`config.mk`:
```
export PLATFORM = sky130hd
export DESIGN_NAME = code_window
export DESIGN_NICKNAME = d
export VERILOG_FILES = /design/src/rtl/code_window_pkg.sv /design/src/rtl/window_decode.sv /design/src/rtl/stall_counter.sv /design/src/rtl/code_window.sv
export SDC_FILE = /design/constraint.sdc
export NUM_CORES = 1
export LEC_CHECK = 0
export BUFFER_PORTS_ARGS = -buffer_cell sky130_fd_sc_hd__buf_2
export CORE_MARGIN = 5
export CORE_UTILIZATION = 40
export CTS_CLUSTER_SIZE = 40
export DETAILED_ROUTE_END_ITERATION = 8
export PLACE_DENSITY = 0.75
export SYNTH_ARGS = -nofsm -noshare
export SYNTH_HDL_FRONTEND = slang
export SYNTH_HIERARCHICAL = 1
export SYNTH_SLANG_ARGS = --single-unit
```
`constraint.sdc`:
```
create_clock -name pclk -period 2.2 [get_ports pclk]
set_input_delay 0.11 -clock pclk [delete_from_list [all_inputs] [get_ports pclk]]
set_output_delay 0.11 -clock pclk [all_outputs]
set_load 0.1 [all_outputs]
```
`src/rtl/code_window_pkg.sv`:
```
/*
  Shared constants and carriers for the code-space data window: the register map,
  field positions, reset values, the load-kind encoding and the request record.
  Assumes one clock (pclk) and one active-low asynchronous reset (presetn).
*/
package code_window_pkg;

  // ****************************************
  // register map, byte addresses on apb
  // ****************************************
  localparam logic [7:0] PAGE_OFS = 8'h00;
  localparam logic [7:0] CORE_OFS = 8'h04;
  localparam logic [7:0] STATUS_OFS = 8'h08;

  // ****************************************
  // field positions and reset values
  // ****************************************
  localparam int ENABLE_BIT = 2;
  localparam int PAGE_W = 8;
  localparam int WIN_BIT = 15;
  localparam int OFS_W = 15;
  localparam int PM_ADDR_W = 23;
  localparam int PM_WORD_W = 24;
  localparam int DATA_W = 16;
  localparam logic [7:0] PAGE_RESET = 8'h00;
  localparam logic ENABLE_RESET = 1'b0;
  localparam int ST_EXTRA_LSB = 0;
  localparam int ST_BUSY_BIT = 2;
  localparam int ST_CODE_BIT = 3;
  localparam int ST_COUNT_LSB = 16;

  // ****************************************
  // timing counts, in instruction cycles
  // ****************************************
  localparam logic [1:0] EXTRA_NONE = 2'h0;
  localparam logic [1:0] EXTRA_MOVE = 2'h1;
  localparam logic [1:0] EXTRA_OTHER = 2'h2;
  localparam logic [1:0] EXTRA_REPEAT_EDGE = 2'h2;

  // ****************************************
  // load kinds and request record
  // ****************************************
  typedef enum logic [1:0] {
    KIND_MOVE_WORD,
    KIND_MOVE_DOUBLE,
    KIND_OTHER
  } load_kind_type;

  typedef struct packed {
    logic [DATA_W-1:0] addr;
    load_kind_type kind;
    logic in_repeat;
    logic rpt_first;
    logic rpt_last;
    logic rpt_irq_exit;
    logic rpt_irq_reenter;
  } load_req_type;

endpackage : code_window_pkg

```
`src/rtl/window_decode.sv`:
```
/*
  Combinational address decode of the code window: routing decision and the
  program and data addresses. Assumes its inputs are stable within a cycle.
*/
`timescale 1ns/100ps
module window_decode
  import code_window_pkg::*;
(
  input wire logic [DATA_W-1:0] addr,
  input wire logic window_enable,
  input wire logic table_active,
  input wire logic [PAGE_W-1:0] page,
  output logic hit,
  output logic [PM_ADDR_W-1:0] pm_addr,
  output logic [DATA_W-1:0] dm_addr
);

  // table transfers own the program bus, so the window steps aside
  assign hit = addr[WIN_BIT] & window_enable & ~table_active;
  // word addresses step by two, so the offset goes across unshifted
  assign pm_addr = {page, addr[OFS_W-1:0]};
  assign dm_addr = addr;

endmodule : window_decode

```
`src/rtl/stall_counter.sv`:
```
/*
  Down counter for the extra instruction cycles of one load.
  Assumes load is a one-cycle pulse issued only while the counter is idle.
*/
`timescale 1ns/100ps
module stall_counter (
  input wire logic pclk,
  input wire logic presetn,
  input wire logic load,
  input wire logic [1:0] load_val,
  output logic zero
);

  logic [1:0] cnt_ff;
  logic [1:0] nxt_cnt;

  assign nxt_cnt = load ? load_val : (cnt_ff != 2'h0 ? cnt_ff - 2'h1 : 2'h0);
  assign zero = (cnt_ff == 2'h0);

  always_ff @(posedge pclk or negedge presetn) begin
    if (!presetn) begin
      cnt_ff <= 2'h0;
    end else begin
      cnt_ff <= nxt_cnt;
    end
  end

endmodule : stall_counter

```
`src/rtl/code_window.sv`:
```
/*
  Code-space data window: loads with address bit 15 set, while the window is enabled
  and no table transfer runs, are served from a page of program memory, others from
  data memory, with their extra stall cycles.
  Holds the apb register file (page select, core control, status).
  Assumes a core load port on pclk, and program and data memories that return
  read data in the cycle after their request strobe.
*/
// Summary of operation
// - window read only when address bit 15 is one and enable set
// - window enable sits at bit 2 of the core control register
// - upper 32 KB of data space maps onto one 16K-word program page
// - 8-bit page select register picks one of 256 pages
// - program address is page concatenated with low 15 address bits
// - low 15 data address bits pass unshifted to program address
// - return low 16 bits of the program word, drop upper 8
// - a window read issues one program fetch and no data memory read
// - window access disabled while a table read or write runs
// - outside repeat loops, word and double moves take one extra cycle
// - outside repeat loops, all other window reads take two extra cycles
// - in repeat: first, last, interrupt exit, re-entry take two extra
// - other repeat iterations complete the window read with no extra cycle
`timescale 1ns/100ps
module code_window
  import code_window_pkg::*;
(
  input wire logic pclk,
  input wire logic presetn,
  input wire logic psel,
  input wire logic penable,
  input wire logic pwrite,
  input wire logic [31:0] paddr,
  input wire logic [31:0] pwdata,
  output logic [31:0] prdata,
  output logic pready,
  output logic pslverr,
  input wire logic ld_valid,
  input wire load_req_type ld_req,
  output logic ld_ready,
  output logic ld_done,
  output logic [DATA_W-1:0] ld_rdata,
  input wire logic table_active,
  output logic pm_req,
  output logic [PM_ADDR_W-1:0] pm_addr,
  input wire logic [PM_WORD_W-1:0] pm_rdata,
  output logic dm_req,
  output logic [DATA_W-1:0] dm_addr,
  input wire logic [DATA_W-1:0] dm_rdata
);

  // ****************************************
  // extra cycle table
  // ****************************************
  function automatic logic [1:0] extra_cycles(input logic hit, input load_req_type r);
    logic edge_iter;
    edge_iter = r.rpt_first | r.rpt_last | r.rpt_irq_exit | r.rpt_irq_reenter;
    if (!hit) begin
      extra_cycles = EXTRA_NONE;
    end else if (r.in_repeat) begin
      extra_cycles = edge_iter ? EXTRA_REPEAT_EDGE : EXTRA_NONE;
    end else if (r.kind == KIND_MOVE_WORD || r.kind == KIND_MOVE_DOUBLE) begin
      extra_cycles = EXTRA_MOVE;
    end else begin
      extra_cycles = EXTRA_OTHER;
    end
  endfunction : extra_cycles

  // ****************************************
  // register file
  // ****************************************
  logic [PAGE_W-1:0] page_ff;
  logic enable_ff;
  logic [31:0] prdata_ff;
  logic pslverr_ff;
  logic [1:0] last_extra_ff;
  logic last_code_ff;
  logic [15:0] win_count_ff;
  wire setup = psel & ~penable;
  wire wr_take = psel & penable & pwrite;
  wire page_sel = (paddr[7:0] == PAGE_OFS) && (paddr[31:8] == 24'h000000);
  wire core_sel = (paddr[7:0] == CORE_OFS) && (paddr[31:8] == 24'h000000);
  wire stat_sel = (paddr[7:0] == STATUS_OFS) && (paddr[31:8] == 24'h000000);
  wire mapped = page_sel | core_sel | (stat_sel & ~pwrite);
  wire busy;
  wire [31:0] status_word;
  wire [31:0] rd_mux;

  assign status_word = {win_count_ff, 12'h000, last_code_ff, busy, last_extra_ff};
  assign rd_mux = page_sel ? {24'h000000, page_ff} :
                  core_sel ? {29'h00000000, enable_ff, 2'h0} :
                  stat_sel ? status_word : 32'h00000000;
  // zero wait states; read data is latched in the setup cycle
  assign pready = psel & penable;
  assign prdata = prdata_ff;
  assign pslverr = pslverr_ff & psel & penable;

  always_ff @(posedge pclk or negedge presetn) begin
    if (!presetn) begin
      prdata_ff <= 32'h00000000;
      pslverr_ff <= 1'b0;
    end else if (setup) begin
      prdata_ff <= pwrite ? 32'h00000000 : rd_mux;
      pslverr_ff <= ~mapped;
    end
  end

  always_ff @(posedge pclk or negedge presetn) begin
    if (!presetn) begin
      page_ff <= PAGE_RESET;
      enable_ff <= ENABLE_RESET;
    end else if (wr_take) begin
      if (page_sel) begin
        page_ff <= pwdata[PAGE_W-1:0];
      end
      if (core_sel) begin
        enable_ff <= pwdata[ENABLE_BIT];
      end
    end
  end

  // ****************************************
  // address decode and stall count
  // ****************************************
  wire hit;
  wire [PM_ADDR_W-1:0] pm_addr_c;
  wire [DATA_W-1:0] dm_addr_c;
  wire cnt_zero;
  wire [1:0] extra_c;

  window_decode u_decode (
    .addr(ld_req.addr),
    .window_enable(enable_ff),
    .table_active(table_active),
    .page(page_ff),
    .hit(hit),
    .pm_addr(pm_addr_c),
    .dm_addr(dm_addr_c)
  );

  assign extra_c = extra_cycles(hit, ld_req);

  // ****************************************
  // load sequencer
  // ****************************************
  typedef enum logic [2:0] {
    ST_IDLE,
    ST_ISSUE,
    ST_CAPTURE,
    ST_STALL,
    ST_DONE
  } seq_state_type;

  seq_state_type state_ff;
  seq_state_type nxt_state;
  logic code_ff;
  logic pm_req_ff;
  logic dm_req_ff;
  logic [PM_ADDR_W-1:0] pm_addr_ff;
  logic [DATA_W-1:0] dm_addr_ff;
  logic [DATA_W-1:0] rdata_ff;
  logic done_ff;
  wire accept = ld_valid & ld_ready;
  wire leave_capture;
  wire in_capture = (state_ff == ST_CAPTURE);
  wire in_stall = (state_ff == ST_STALL);
  wire stall_load;
  wire [1:0] stall_val;

  stall_counter u_stall (
    .pclk(pclk),
    .presetn(presetn),
    .load(stall_load),
    .load_val(stall_val),
    .zero(cnt_zero)
  );

  // count starts once the word is in, so every extra cycle is a real stall;
  // loading it at accept would hide the extra cycles behind the fetch
  assign stall_load = in_capture & (last_extra_ff != EXTRA_NONE);
  assign stall_val = last_extra_ff - 2'h1;
  assign leave_capture = (in_capture & ~stall_load) | (in_stall & cnt_zero);
  assign ld_ready = (state_ff == ST_IDLE);
  assign busy = ~ld_ready;
  assign ld_done = done_ff;
  assign ld_rdata = rdata_ff;
  assign pm_req = pm_req_ff;
  assign pm_addr = pm_addr_ff;
  assign dm_req = dm_req_ff;
  assign dm_addr = dm_addr_ff;

  always_comb begin
    nxt_state = state_ff;
    case (state_ff)
      ST_IDLE: begin
        if (accept) begin
          nxt_state = ST_ISSUE;
        end
      end
      ST_ISSUE: begin
        nxt_state = ST_CAPTURE;
      end
      ST_CAPTURE: begin
        if (leave_capture) begin
          nxt_state = ST_DONE;
        end else begin
          nxt_state = ST_STALL;
        end
      end
      ST_STALL: begin
        if (leave_capture) begin
          nxt_state = ST_DONE;
        end
      end
      ST_DONE: begin
        nxt_state = ST_IDLE;
      end
      default: begin
        nxt_state = ST_IDLE;
      end
    endcase
  end

  always_ff @(posedge pclk or negedge presetn) begin
    if (!presetn) begin
      state_ff <= ST_IDLE;
    end else begin
      state_ff <= nxt_state;
    end
  end

  always_ff @(posedge pclk or negedge presetn) begin
    if (!presetn) begin
      code_ff <= 1'b0;
      pm_req_ff <= 1'b0;
      dm_req_ff <= 1'b0;
      pm_addr_ff <= '0;
      dm_addr_ff <= '0;
    end else begin
      pm_req_ff <= accept & hit;
      dm_req_ff <= accept & ~hit;
      if (accept) begin
        code_ff <= hit;
        pm_addr_ff <= pm_addr_c;
        dm_addr_ff <= dm_addr_c;
      end
    end
  end

  always_ff @(posedge pclk or negedge presetn) begin
    if (!presetn) begin
      rdata_ff <= '0;
      done_ff <= 1'b0;
    end else begin
      done_ff <= leave_capture;
      if (state_ff == ST_CAPTURE) begin
        // upper byte of the program word is opcode space, never data
        rdata_ff <= code_ff ? pm_rdata[DATA_W-1:0] : dm_rdata;
      end
    end
  end

  always_ff @(posedge pclk or negedge presetn) begin
    if (!presetn) begin
      last_extra_ff <= 2'h0;
      last_code_ff <= 1'b0;
      win_count_ff <= 16'h0000;
    end else if (accept) begin
      last_extra_ff <= extra_c;
      last_code_ff <= hit;
      win_count_ff <= win_count_ff + {15'h0000, hit};
    end
  end

  wire take_code = accept & hit;
  wire plain_move = ~ld_req.in_repeat &
    (ld_req.kind == KIND_MOVE_WORD || ld_req.kind == KIND_MOVE_DOUBLE);
  wire rpt_edge = ld_req.in_repeat & (ld_req.rpt_first | ld_req.rpt_last |
    ld_req.rpt_irq_exit | ld_req.rpt_irq_reenter);
endmodule : code_window

```
==> metrics list <==
- The final hold violation count came to 0.
* Share of the synthesized area in the top cell type: 55.53%
* Worst-skew pair later-pin latency: 0.41 ns
- Remaining design rule violation count: 0
- The synthesized netlist occupies a cell area of 5228 sq um.
- At the pin with the least slew margin, the transition time is 0.9614 ns.
- Clk_skew: 0.005725 ns
* Number of cells on the worst reg-to-reg path: 3
- The die is 124.3 um wide.
- The detailed router finished its first iteration with 238 violations.
- The worst path in the final design needs a cycle of 2.010 ns, including I/O delays and setup.
* Commonest non-fill, non-tap cells in the layout: 184 x sky130_fd_sc_hd__buf_2, 136 x sky130_fd_sc_hd__nand2_1, 116 x sky130_fd_sc_hd__dfrtp_1
- The initial utilization of the core area, before any placement, comes to 41.09%.
- The critical path in this run is classified as flip-flop to flip-flop.
- After layout, the worst path uses 91.38% of the clock period.
- The number of antenna diodes in the final layout is 0.
- After synthesis, the largest family of logic cells by area is simple AND/OR/NAND/NOR gates.
* Via count of the first global-routing pass: 4609
* Total power divided by cell area: 1510 nW/um^2
- The worst-case IR drop observed on VDD is 1.350 mV.
- Yosys mapped a number of flops with a built-in enable equal to 0.
- Average footprint of a synthesized cell: 10.37 sq um
* Worst hold-check slack: 0.01071 ns
- Commonest non-fill, non-tap cell in the layout: sky130_fd_sc_hd__buf_2
- Floorplan Core Area: 12720 sq um
* Start point of the worst hold path: pm_rdata[15]
* Final routed wirelength across all metal layers: 13510 um
- The first TritonRoute pass finished after 4 iterations.
* Worst path max stage delay: 0.97 ns
* Library cell occupying the most area in the post-synthesis netlist: sky130_fd_sc_hd__dfrtp_1
- Drt wl/cell: 15.44 um
* Number of standard cells in the final layout excluding fillers: 875
- Counting flops with an async set or reset pin after synthesis yields a share of 100.0%.
* # rows: 41
* RSZ-0062 raised after global routing: false
- During I/O placement, the number of pins put on the boundary was 227.
- The startpoint identified for the worst register-to-register timing path is code_ff.
- The area growth from synthesis to layout is 35.06%.
* Area of combinational cells with multiple inputs: 1887 sq um
* Max clock buf depth: 2
- STA classifies the critical path endpoint as a flip-flop.
- Pleak: 3.656 nW
- Final core utilization: 55.50%
- For this run, the leading register cell type out of synthesis is sky130_fd_sc_hd__dfrtp_1.
* Register-to-register setup slack: 0.19 ns
- Synth Area in Compound Gates: 7.516%
- Global-route usage over all layers: 17.71%
- After clock tree synthesis, the clock-pin slew on the worst setup and hold paths is 0.05 ns.
* Slew margin rel.: 35.91%
* Path class of the lowest-slack min-delay path: input pin to flip-flop
- Using the TritonRoute via totals, the vias-per-cell ratio works out to 4.958.
* Number of antenna violations at the first check in global routing: 0
- Count of instances resized after the clock tree is built: 0
* Maximum net fanout on the critical path: 18
* Post-placement cell count: 805
- Worst Hold Path EP: ld_rdata[15]
* Total overflow reported by the global router: 0
- Via count of the routed design: 4338
* Xor-xnor portion of the synthesized cell area: 2.346%
- Kind of start point of the critical path: flip-flop
* Count of unique library cells instantiated by Yosys: 46
- Counting every instance in the synthesized netlist gives 504.
* Fill cell count: 1094
- Arrival time at the worst endpoint: 2.29 ns
- Simple-gate share of the synthesized area: 18.50%
- In this run the cell area measured after placement is 6060 sq um.
- Detailed placement ended at an HPWL of 9523 um.
- Pin count of the biggest net entering global routing: 55
* Total number of H-tree levels: 4
- Status: complete, no violations
* Register Area: 2903 sq um
- Summing the sequential cell areas from Yosys gives 55.53% of the chip area.
- Setup violations remaining at the end of the flow were counted as 0.
- Chip height: 124.3 um
- Number of slew-limit violations in the final report: 0
* Final #Nets: 827
- During synthesis, Yosys emitted a total of 6 warnings.
- In this run the critical register-to-register path is captured at ld_rdata[7].
* List of cells traversed by the critical path: mux2i_1 > dlygate4sd3_1 > a21oi_1
- CTS saw 116 sinks.
- At the end of routability-driven placement, the weighted congestion stood at 0.9344.
- Critical-path top delay cell: sky130_fd_sc_hd__dfrtp_1
- Required arrival time at the worst endpoint: 2.48 ns
- Max_cap viols: 0
- Multiplexer area fraction after synthesis: 5.840%
- Setup_tns: 0 ns
* Flop and latch count out of synthesis: 116
- The post-route netlist has 35.42% of its cells at a drive strength greater than 1.
* First-pass GRT wire length: 22480 um
- The count of nets left with antenna violations once routing finished came out at 0.
- The count of buffers added on input and output ports is 185.
- TritonCTS buffer count: 17
- Yosys attributes the largest share of cell area to sky130_fd_sc_hd__dfrtp_1 56%, sky130_fd_sc_hd__nand2_1 9.8%, sky130_fd_sc_hd__buf_4 6.7%.
- The design draws 10.66 mW.
- Final worst slack: 0.1896 ns
- Final design area excluding fillers: 7061 sq um
- TritonCTS built the clock tree.
- Worst hold stages: 3
* Clock root buffer master: sky130_fd_sc_hd__clkbuf_16
* Die area: 15460 sq um
* Fmax: 0.4974 GHz
* Pre-CTS worst setup slack: 0.2887 ns
- Adder-cell share of the synthesized area: 0.7180%
-- synth_stat cells (all sizes together), types with 2 or more instances --
master / instances
a32o: 20
mux2: 12
a22o: 3
ha: 3
buf: 53
clkbuf: 20
nand3: 5
xor2: 5
inv: 7
nor4: 11
nor4b: 2
and3: 3
nor3b: 3
nor3: 4
and4: 3
nand2b: 3
or3: 2
dfrtp: 116
nor2: 24
nand2: 136
and2: 3
nand4: 6
a211oi: 2
o21ai: 5
a21oi: 18
mux2i: 17
xnor2: 9
-- logic make-up (layout without fill, tap and decap cells) --
logic type / count (synthesis) / count (layout)
AND/OR/NAND/NOR: 209 / 209
flip-flops: 116 / 116
buffers and inverters: 80 / 272
AO/OA/AOI/OAI: 52 / 52
multiplexers: 29 / 29
XOR/XNOR: 14 / 14
adder cells (fa/ha/maj): 3 / 3
other: 1 / 8
-- cell type report --
class | count | share of cell area, %
well taps | 172 | 3.048
multi-input cells | 315 | 26.72
flip-flops and latches | 116 | 41.11
repair buffers | 233 | 19.95
inverters | 7 | 0.3721
clock inverters | 11 | 2.127
clock buffers | 21 | 6.663
-- state kept, by name (all words and copies together) (netlist names), 2 cells and up --
| name | cells |
|---|---|
| prdata | 24 |
| pm_addr | 23 |
| dm_addr | 16 |
| ld_rdata | 16 |
| win_count_ff | 16 |
| page_ff | 8 |
| state_ff | 3 |
| last_extra_ff | 2 |
| u_stall/cnt_ff | 2 |
-- repair_timing --
action                                 CTS  global route
endpoints found under the hold margin   82             0
hold buffers                            38             0
buffers inserted                         0             0
-- worst max-delay path: cells and delay by family (launching register included) --
family / cells / cell delay [ns]
DFF: 1 / 0.97
buffers and inverters: 1 / 0.57
muxes: 1 / 0.26
AOI/OAI and AO/OA: 1 / 0.07
-- layer usage --
layer  share of wire [%]  wire length [um]  track usage (%)  vias to the layer above
met2                  50              6698            29.39                      187
met4                 2.9               397            8.769                        0
met1                  40              5433            20.14                     2092
met5                   0                 0                0                        -
li1                    -                 -                -                     2028
met3                 7.2               978            6.432                       31
-- report_power, final --
| part | total [mW] | switching, mW | internal (mW) |
|---|---|---|---|
| Sequential | 2.87 | 0.276 | 2.59 |
| Clock | 2.84 | 0.969 | 1.87 |
| Combinational | 4.95 | 4.19 | 0.764 |
| Total | 10.7 | 5.44 | 5.23 |
-- worst max path at each step --
stage,from,to,cells after the start
final,code_ff,ld_rdata[7],3
after CTS,code_ff,ld_rdata[2],3
after detailed placement,enable_ff,win_count_ff[14],6
after global placement,enable_ff,win_count_ff[14],6
after floorplan,psel,page_ff[0],4
after global routing,code_ff,ld_rdata[14],3
No activity file was read; power rests on OpenSTA's default activity.
